$ cat config.mk
export PLATFORM = sky130hd
export DESIGN_NAME = nvram_ctl
export DESIGN_NICKNAME = d
export VERILOG_FILES = /design/src/core/nvram_ctl_pkg.sv /design/src/core/shift_if.sv /design/src/core/nvram_ctl.sv /design/src/core/serial_rx.sv
export VERILOG_INCLUDE_DIRS = /design/src /design/src/core
export SDC_FILE = /design/constraint.sdc
export NUM_CORES = 1
export LEC_CHECK = 0
export ABC_AREA = 1
export BUFFER_PORTS_ARGS = -buffer_cell sky130_fd_sc_hd__clkbuf_2
export CORE_MARGIN = 8
export CORE_UTILIZATION = 35
export CTS_BUF_LIST = sky130_fd_sc_hd__clkbuf_16
export CTS_CLUSTER_SIZE = 12
export DETAILED_ROUTE_END_ITERATION = 6
export PLACE_DENSITY_LB_ADDON = 0.08
export SYNTH_ARGS = -nofsm -noshare
export SYNTH_HDL_FRONTEND = slang
export SYNTH_HIERARCHICAL = 1
export SYNTH_SLANG_ARGS = --single-unit
$ cat constraint.sdc
create_clock -name mclk -period 24.7 [get_ports mclk]
set_clock_uncertainty 0.15 [all_clocks]
set_input_delay 2.47 -clock mclk [delete_from_list [all_inputs] [get_ports mclk]]
set_output_delay 2.47 -clock mclk [all_outputs]
set_load 0.005 [all_outputs]
$ cat src/core/nvram_ctl_cfg.svh
// constants for the serial nvram store and recall controller
`ifndef NVRAM_CTL_CFG_SVH
`define NVRAM_CTL_CFG_SVH
`define NV_WORDS        16
`define NV_WIDTH        16
`define NV_AW           4
`define NV_OP_WRDS      3'h0
`define NV_OP_STORE     3'h1
`define NV_OP_WREN      3'h4
`define NV_OP_RECALL    3'h5
`define NV_OP_WRITE     3'h3
`define NV_CLK_MHZ      25
`define NV_STP_NS       200
`define NV_RCP_NS       500
`define NV_STP_CYC      ((`NV_STP_NS * `NV_CLK_MHZ + 999) / 1000)
`define NV_RCP_CYC      ((`NV_RCP_NS * `NV_CLK_MHZ + 999) / 1000)
`define NV_STORE_MS     10
`define NV_STORE_CYC    (`NV_STORE_MS * `NV_CLK_MHZ * 1000)
`endif

$ cat src/core/nvram_ctl_pkg.sv
// types for the serial nvram store and recall controller
package nvram_ctl_pkg;
  typedef enum logic [1:0] {ST_IDLE, ST_STORE, ST_RECALL} op_state_t;
endpackage

$ cat src/core/shift_if.sv
// instruction hand-off from serial receiver to controller
`timescale 1ns/10ps
interface shift_if;
  logic       valid;
  logic [7:0] instr;
  logic [15:0] data;
  modport rx   (output valid, output instr, output data);
  modport ctl  (input valid, input instr, input data);
endinterface

$ cat src/core/nvram_ctl.sv
// store and recall controller of a sixteen-word serial nvram
`timescale 1ns/10ps
`include "nvram_ctl_cfg.svh"
module nvram_ctl
  import nvram_ctl_pkg::*;
#(
  parameter int STORE_CYC = `NV_STORE_CYC
) (
  // clock and reset
  input  wire logic        mclk,
  input  wire logic        rstn,
  // hardware strobes, active low
  input  wire logic        store_n,
  input  wire logic        recall_n,
  // serial port
  input  wire logic        serial_shift_clock,
  input  wire logic        serial_input_line,
  input  wire logic        chip_sel_n,
  // supply detector, high while supply is low
  input  wire logic        supply_low,
  // status
  output logic             busy,
  output logic             wr_en_latch,
  output logic             prev_recall_latch,
  output logic [255:0]     ram_image,
  output logic [255:0]     ee_image
);
  localparam int W = `NV_WIDTH;
  localparam int N = `NV_WORDS;
  localparam logic [4:0] STP_C = 5'(`NV_STP_CYC);
  localparam logic [4:0] RCP_C = 5'(`NV_RCP_CYC);
  logic [1:0] rst_sync;
  logic       rst_n;
  always_ff @(posedge mclk or negedge rstn) begin
    if (!rstn) begin
      rst_sync <= 2'h0;
    end else begin
      rst_sync <= {rst_sync[0], 1'b1};
    end
  end
  assign rst_n = rst_sync[1];

  // two-flop synchronisers: store, recall, sk, di, select, supply
  logic [5:0] s1_q, s2_q;
  logic       sk_prev_q;
  always_ff @(posedge mclk or negedge rst_n) begin
    if (!rst_n) begin
      // idle levels: supply taken as low, deselected, both strobes high
      s1_q <= 6'h33;
      s2_q <= 6'h33;
      sk_prev_q <= 1'b0;
    end else begin
      s1_q <= {supply_low, chip_sel_n, serial_input_line, serial_shift_clock,
               recall_n, store_n};
      s2_q <= s1_q;
      sk_prev_q <= s2_q[2];
    end
  end
  wire st_pin  = ~s2_q[0] & s2_q[1];
  wire rc_pin  = ~s2_q[1] & s2_q[0];
  wire sk_rise = s2_q[2] & ~sk_prev_q;
  wire lowv    = s2_q[5];

  shift_if sif ();
  serial_rx u_rx (
    .mclk    (mclk),
    .rst_n   (rst_n),
    .sk_rise (sk_rise),
    .sel     (~s2_q[4] & s2_q[1] & s2_q[0]),
    .din     (s2_q[3]),
    .sif     (sif)
  );

  logic [W-1:0] ram_q [N];
  logic [W-1:0] ee_q  [N];

  typedef struct packed {
    op_state_t  st;
    logic [4:0] stp;
    logic [4:0] rcp;
    logic [23:0] tmr;
    logic       wel;
    logic       prl;
    logic       boot;
    logic       busy;
  } ctl_state_t;
  ctl_state_t c_q, c_d;

  wire [2:0] op     = sif.instr[2:0];
  wire       sw_st  = sif.valid && op == `NV_OP_STORE;
  wire       sw_rc  = sif.valid && op == `NV_OP_RECALL;
  wire       hw_st  = c_q.stp >= STP_C;
  wire       hw_rc  = c_q.rcp >= RCP_C;
  wire       st_req = (hw_st || sw_st) && !lowv && c_q.wel && c_q.prl;
  wire       wr_req = sif.valid && op == `NV_OP_WRITE && c_q.wel && c_q.prl;

  always_comb begin
    c_d = c_q;
    c_d.stp = st_pin ? (hw_st ? c_q.stp : c_q.stp + 5'h01) : 5'h00;
    c_d.rcp = rc_pin ? (hw_rc ? c_q.rcp : c_q.rcp + 5'h01) : 5'h00;
    if (lowv) begin
      c_d.wel = 1'b0;
    end
    case (c_q.st)
      ST_IDLE: begin
        if (c_q.boot) begin
          c_d.boot = 1'b0;
          c_d.st = ST_RECALL;
        end else if (st_req) begin
          c_d.st = ST_STORE;
          c_d.tmr = 24'(STORE_CYC);
        end else if (hw_rc || sw_rc) begin
          c_d.st = ST_RECALL;
        end else if (sif.valid && op == `NV_OP_WREN && !lowv) begin
          c_d.wel = 1'b1;
        end else if (sif.valid && op == `NV_OP_WRDS) begin
          c_d.wel = 1'b0;
        end
      end
      ST_STORE: begin
        if (c_q.tmr <= 24'h1) begin
          c_d.st = ST_IDLE;
          c_d.wel = 1'b0;
        end else begin
          c_d.tmr = c_q.tmr - 24'h1;
        end
      end
      ST_RECALL: begin
        c_d.st = ST_IDLE;
        c_d.prl = 1'b1;
      end
      default: c_d.st = ST_IDLE;
    endcase
    c_d.busy = c_d.st != ST_IDLE;
  end
  always_ff @(posedge mclk or negedge rst_n) begin
    if (!rst_n) begin
      c_q <= '{st: ST_IDLE, stp: 5'h00, rcp: 5'h00, tmr: 24'h000000, wel: 1'b0,
               prl: 1'b0, boot: 1'b1, busy: 1'b0};
    end else begin
      c_q <= c_d;
    end
  end

  // array transfers; ram writes blocked during store
  genvar i;
  generate
    for (i = 0; i < N; i++) begin : g_word
      always_ff @(posedge mclk) begin
        if (c_q.st == ST_STORE && c_d.st == ST_IDLE) begin
          ee_q[i] <= ram_q[i];
        end
        if (c_q.st == ST_RECALL) begin
          ram_q[i] <= ee_q[i];
        end else if (c_q.st == ST_IDLE && !st_req && wr_req &&
                     sif.instr[6:3] == 4'(i)) begin
          ram_q[i] <= sif.data;
        end
      end
      always_ff @(posedge mclk or negedge rst_n) begin
        if (!rst_n) begin
          ram_image[i*W +: W] <= 16'h0000;
          ee_image[i*W +: W]  <= 16'h0000;
        end else begin
          ram_image[i*W +: W] <= ram_q[i];
          ee_image[i*W +: W]  <= ee_q[i];
        end
      end
    end
  endgenerate

  always_ff @(posedge mclk or negedge rst_n) begin
    if (!rst_n) begin
      busy <= 1'b0;
      wr_en_latch <= 1'b0;
      prev_recall_latch <= 1'b0;
    end else begin
      busy <= c_d.busy;
      wr_en_latch <= c_d.wel;
      prev_recall_latch <= c_d.prl;
    end
  end
endmodule

$ cat src/core/serial_rx.sv
// serial receiver: gathers instructions and write data on shift clock rising edges
`timescale 1ns/10ps
`include "nvram_ctl_cfg.svh"
module serial_rx
  import nvram_ctl_pkg::*;
(
  // clock and reset
  input wire logic mclk,
  input wire logic rst_n,
  // shift clock edge, select and data
  input wire logic sk_rise,
  input wire logic sel,
  input wire logic din,
  // instruction hand-off
  shift_if.rx      sif
);
  typedef struct packed {
    logic [4:0]  cnt;
    logic [7:0]  instr;
    logic [15:0] data;
    logic        valid;
  } rx_state_t;
  rx_state_t s_q, s_d;
  always_comb begin
    s_d = s_q;
    s_d.valid = 1'b0;
    if (!sel) begin
      s_d.cnt = 5'h00;
    end else if (sk_rise) begin
      if (s_q.cnt == 5'h00) begin
        if (din) begin
          s_d.instr = 8'h01;
          s_d.cnt = 5'h01;
        end
      end else if (s_q.cnt < 5'h08) begin
        s_d.instr = {s_q.instr[6:0], din};
        s_d.cnt = s_q.cnt + 5'h01;
        if (s_q.cnt == 5'h07 && s_q.instr[1:0] != 2'h1) begin
          s_d.valid = 1'b1;
          s_d.cnt = 5'h1F;
        end
      end else if (s_q.cnt < 5'h18) begin
        s_d.data = {s_q.data[14:0], din};
        s_d.cnt = s_q.cnt + 5'h01;
        if (s_q.cnt == 5'h17) begin
          s_d.valid = 1'b1;
          s_d.cnt = 5'h1F;
        end
      end
    end
  end
  always_ff @(posedge mclk or negedge rst_n) begin
    if (!rst_n) begin
      s_q <= '0;
    end else begin
      s_q <= s_d;
    end
  end
  assign sif.valid = s_q.valid;
  assign sif.instr = s_q.instr;
  assign sif.data  = s_q.data;
endmodule

==> impl_metrics.env, run 1 <==
export IMPL_cpMaxStageDelayCell="dfrtp_1"
export IMPL_finalCriticalPeriod_ns=3.89
export IMPL_required_ns=22.08
export IMPL_ys_warn_count=6
export IMPL_path_cells="clkbuf_2"
export IMPL_slew_headroom_pct=26.3
export IMPL_placed_area_um2=39800
export IMPL_start_kind="register"
export IMPL_syn_nets=2308
export IMPL_syn_area_per_cell_um2=15.7
export IMPL_drt_wl_total_um=104000
export IMPL_antenna_found_initial=15
export IMPL_cts_resized=0
export IMPL_drv_slew=0
export IMPL_setup_ws_ns=20.81
export IMPL_pre_cts_ws_ns=21.14
export IMPL_rsz0062_at_grt="false"
export IMPL_top_usage_layer="met2"
export IMPL_coreArea_um2=102000
export IMPL_grt_ovfl_total=0
export IMPL_cp_buffers_inverters=1
export IMPL_first_pass_iters=7
export IMPL_drt_iter0_drc=1744
export IMPL_cts_max_level=3
export IMPL_via_per_inst=4.61
export IMPL_power_total_w=0.00357
export IMPL_port_buffers=522
export IMPL_maxCapViolations=0
export IMPL_ant_nets=0
export IMPL_tightest_slew_ns=1.11
export IMPL_hold_path_class="reg -> reg"
export IMPL_use_met3_pct=5.13
export IMPL_fmax_mhz=257
export IMPL_use_met1_pct=24.3
export IMPL_syn_to_final_growth_pct=20.5
export IMPL_hpwlAfterDp_um=66900
export IMPL_avgRoutedWirePerCell_um=24.0
export IMPL_grt_max_degree=175
export IMPL_cts_sinks=1108
export IMPL_cts_buffers=116
export IMPL_cts_setup_buffers=0
export IMPL_insertion_delay_ns=0.68
export IMPL_outcome="finished clean"
export IMPL_min_period_over_period_pct=15.8
export IMPL_clockBufferDepth=3
export IMPL_path_class="reg -> out"
export IMPL_rows=117
export IMPL_crit_fanout=1
export IMPL_grt_use_total_pct=17.9
export IMPL_globalplace_congestion=0.816
export IMPL_die_h_um=337
export IMPL_hold_viol=0
export IMPL_clockRootBuffer="clkbuf_16"
export IMPL_arrival_ns=1.27
export IMPL_io_pins=523
export IMPL_ir_worst_vdd_mv=0.0477
export IMPL_synth_cells=2292
export IMPL_grt_pass1_vias=20600
export IMPL_holdBufCountCts=0
export IMPL_grt_use_met2_pct=28.4
export IMPL_endpoint_kind="output pin"
export IMPL_p_leak_nw=16.2
export IMPL_vias=19900
export IMPL_setup_viol=0
export IMPL_clk_pin_slew_ns=0.06
export IMPL_cts_tree="built"
export IMPL_tns_ns=0
export IMPL_cp_top_family="flip-flops"
export IMPL_final_net_count=2867
export IMPL_die_area_um2=113000
export IMPL_drc=0
export IMPL_syn_area_um2=36000
export IMPL_layout_drive_gt1_share_pct=25.1
export IMPL_fp_dieW_um=337
export IMPL_powerDensity_nw_per_um2=82.2
export IMPL_critPathMaxStageDelay_ns=0.44
export IMPL_final_area_um2=43400
export IMPL_initial_core_util_pct=35.3
export IMPL_grt_first_pass_wirelength_um=149000
-- path summary, 6_finish.rpt --
check                               from             to  slack (ns)  cells past startpoint
setup / recovery           ee_image[225]  ee_image[225]       20.81                      1
hold / removal               rst_sync[0]    rst_sync[1]        0.20                      0
setup reg to reg                  c_q[4]    ee_q[12][4]       21.18                      7
hold reg to reg              rst_sync[0]    rst_sync[1]        0.20                      0
max in group asynchronous    rst_sync[1]  ee_image[219]       21.86                      2
min in group asynchronous    rst_sync[1]  ram_image[19]        0.25                      0
-- report_power, final --
| group | total, W | switching, W | leakage, nW | internal (W) |
|---|---|---|---|---|
| clock | 0.00162 | 0.000706 | 1.93 | 0.000913 |
| sequential | 0.00192 | 0.00000345 | 8.45 | 0.00192 |
| combinational | 0.0000231 | 0.0000203 | 5.84 | 0.00000280 |
-- sequential cells by signal, summed over array words and instances (netlist names) --
signal,count
ee_image,256
ee_q,256
ram_image,256
ram_q,256
c_q,37
u_rx/sif.data,16
u_rx/sif.instr,7
s1_q,6
s2_q,6
u_rx/s_q,5
rst_sync,2
busy,1
prev_recall_latch,1
sk_prev_q,1
u_rx/sif.valid,1
wr_en_latch,1
-- placed cells by master (no fill, tap or decap), types with 3 or more instances in the layout --
cell and count:
edfxtp_1 512, buf_4 20, o21ai_1 4, clkbuf_2 522, clkinv_1 29, inv_1 121
nand2_4 5, a21oi_1 6, clkinv_2 15, nand4_1 19, clkbuf_16 118, ha_1 8
xnor2_1 5, nand4_4 10, nor3_1 3, nand2_1 477, nor2_4 3, dfstp_2 9
buf_12 3, inv_2 10, dfrtp_1 586, bufinv_16 5, xor2_1 4, nand2_2 5
nor2_2 3, nor2_1 96, o21ai_0 257, nand3_1 75
-- cell type report --
type                            instances  area (um2)
Fill cell                            9395       58500
Sequential cell                      1108       30300
Multi-Input combinational cell        992        4630
Clock buffer                          118        2950
Timing Repair Buffer                  545        2820
Tap cell                             1368        1710
Clock inverter                        101         601
Inverter                               88         339
Antenna cell                            1        2.50
-- routing by layer --
layer	share of wire, %	routed length (um)	vias to the layer above
met3	8.7	9020	120
met2	47	48400	749
li1	-	-	8911
met5	0	0	-
met4	2.1	2150	0
met1	43	44100	10200
-- per-stage QoR --
stage	std cells	hold slack, ns	utilization, %
6_report	4321	0.198	42.6
3_3_place_gp	4101	0.188	39.1
4_1_cts	4320	0.201	42.6
5_1_grt	4320	0.203	42.6
2_1_floorplan	2292	0.181	-
3_5_place_dp	4101	0.187	39.1
(Power assumes the default switching activity.)
==> run 2: changes to the inputs <==
- clock period: 24.7 -> 3.7 ns (I/O delays scaled with it)
==> run 2 against run 1 <==
Final area rose by 0.91%. Worst hold slack got worse by 0.022 ns. Highest routed layer unchanged. Critical endpoint is now ram_q[1][2]. Largest power group unchanged. Total power grew to 6.6 times the previous value.
==> impl_metrics.env, run 2 (synthesized netlist as in run 1, its figures left out) <==
export IMPL_cts_sinks=1108
export IMPL_grt_ovfl_total=0
export IMPL_clk_pin_slew_ns=0.06
export IMPL_setup_viol=0
export IMPL_cp_buffers_inverters=1
export IMPL_maxCapViolations=0
export IMPL_port_buffers=522
export IMPL_syn_to_final_growth_pct=21.6
export IMPL_die_area_um2=113000
export IMPL_cts_tree="built"
export IMPL_fp_dieW_um=337
export IMPL_drt_iter0_drc=1592
export IMPL_path_class="reg -> reg"
export IMPL_tns_ns=0
export IMPL_vias=20200
export IMPL_tightest_slew_ns=1.07
export IMPL_fmax_mhz=327
export IMPL_arrival_ns=3.21
export IMPL_ir_worst_vdd_mv=0.395
export IMPL_met2_length_um=50800
export IMPL_hold_path_class="reg -> async"
export IMPL_grt_use_total_pct=18.3
export IMPL_drc=0
export IMPL_hpwlAfterDp_um=70700
export IMPL_via_per_inst=4.62
export IMPL_finalCriticalPeriod_ns=3.06
export IMPL_die_h_um=337
export IMPL_antenna_found_initial=12
export IMPL_met1_length_um=44900
export IMPL_cts_max_level=3
export IMPL_dp_cells=4141
export IMPL_pre_cts_ws_ns=0.649
export IMPL_hold_ws_ns=0.176
export IMPL_cp_top_family="simple AND/OR/NAND/NOR gates"
export IMPL_fin_cells=4367
export IMPL_outcome="finished clean"
export IMPL_layout_drive_gt1_share_pct=25.8
export IMPL_insertion_delay_ns=0.69
export IMPL_rows=117
export IMPL_powerDensity_nw_per_um2=536
export IMPL_cts_setup_buffers=0
export IMPL_cts_buffers=113
export IMPL_power_total_w=0.0235
export IMPL_avgRoutedWirePerCell_um=24.1
export IMPL_hold_viol=0
export IMPL_final_common_cell="dfrtp_1"
export IMPL_coreArea_um2=102000
export IMPL_path_cells="nor2_2 -> inv_2 -> nor2_4 -> nand4_4 -> nand2_1"
export IMPL_min_period_over_period_pct=82.6
export IMPL_drt_wl_total_um=105000
export IMPL_required_ns=3.85
export IMPL_start_kind="register"
export IMPL_first_pass_iters=5
export IMPL_drv_slew=0
export IMPL_cpMaxStageDelayCell="nor2_4"
export IMPL_clockRootBuffer="clkbuf_16"
export IMPL_critPathMaxStageDelay_ns=0.69
export IMPL_endpoint_kind="register"
export IMPL_grt_first_pass_wirelength_um=152000
export IMPL_clockBufferDepth=3
export IMPL_p_leak_nw=16.4
export IMPL_rsz0062_at_grt="false"
export IMPL_slew_headroom_pct=28.2
export IMPL_setup_ws_ns=0.645
export IMPL_globalplace_congestion=0.809
export IMPL_io_pins=523
export IMPL_initial_core_util_pct=35.3
export IMPL_grt_max_degree=132
export IMPL_crit_fanout=33
export IMPL_met3WireLength_um=7570
export IMPL_final_net_count=2912
export IMPL_grt_pass1_vias=21200
export IMPL_mostFrequentLayoutCells="dfrtp_1 (586), clkbuf_2 (522), edfxtp_1 (512), nand2_1 (477), o21ai_0 (257)"
export IMPL_maxUsedRoutingLayer="met4"
export IMPL_ant_nets=0
## run 2: cell types whose count changed in the layout (fill, tap and decap cells not counted), sizes merged
cell | previous run | this run
clkbuf | 640 | 637
inv | 136 | 135
dlygate4sd3 | 0 | 8
clkinv | 46 | 48
buf | 23 | 63
bufinv | 5 | 3
diode | 1 | 3
## run 2: final timing paths
path,startpoint,to,slack (ns),cells past startpoint
max in group asynchronous,rst_sync[1],ee_image[147],2.05,1
min in group mclk,s1_q[3],s2_q[3],0.20,0
max reg2reg,u_rx/sif.instr[2],ram_q[1][2],0.64,5
max,u_rx/sif.instr[2],ram_q[1][2],0.64,5
min reg2reg,rst_sync[1],ee_image[77],0.18,0
min,rst_sync[1],ee_image[77],0.18,0
## run 2: layer usage
metal,up-vias,GRT usage [%]
met5,-,0
met4,0,4.74
met3,119,4.45
met2,672,30.1
met1,10400,24.4
li1,9003,-
## run 2: what timing repair did
item                                   4_1_cts  5_1_grt
gates resized for setup                      0        0
endpoints found under the hold margin        8        0
hold buffers                                 8        0
## run 2: area by class of cell
cell class	count	area (um2)
multi-input cells	992	4650
well taps	1368	1710
flip-flops and latches	1108	30300
clock inverters	100	527
fillers	9320	58100
repair buffers	593	3340
clock buffers	115	2880
diodes	3	7.51
inverters	88	335
## run 2: per-stage QoR
| step | instance area [um2] | utilization [%] |
|---|---|---|
| after detailed placement | 40300 | 39.5 |
| after CTS | 43700 | 42.9 |
| after floorplan | 36000 | - |
| after global placement | 40300 | 39.5 |
| after global routing | 43700 | 42.9 |
| final | 43800 | 42.9 |
## run 2: report_power, final
group          total (W)  leakage (nW)  internal (W)  switching, W
clock             0.0104          1.87       0.00580       0.00465
sequential        0.0128          8.45        0.0128     0.0000208
combinational   0.000179          6.10     0.0000335      0.000145
total             0.0235          16.4        0.0186       0.00481
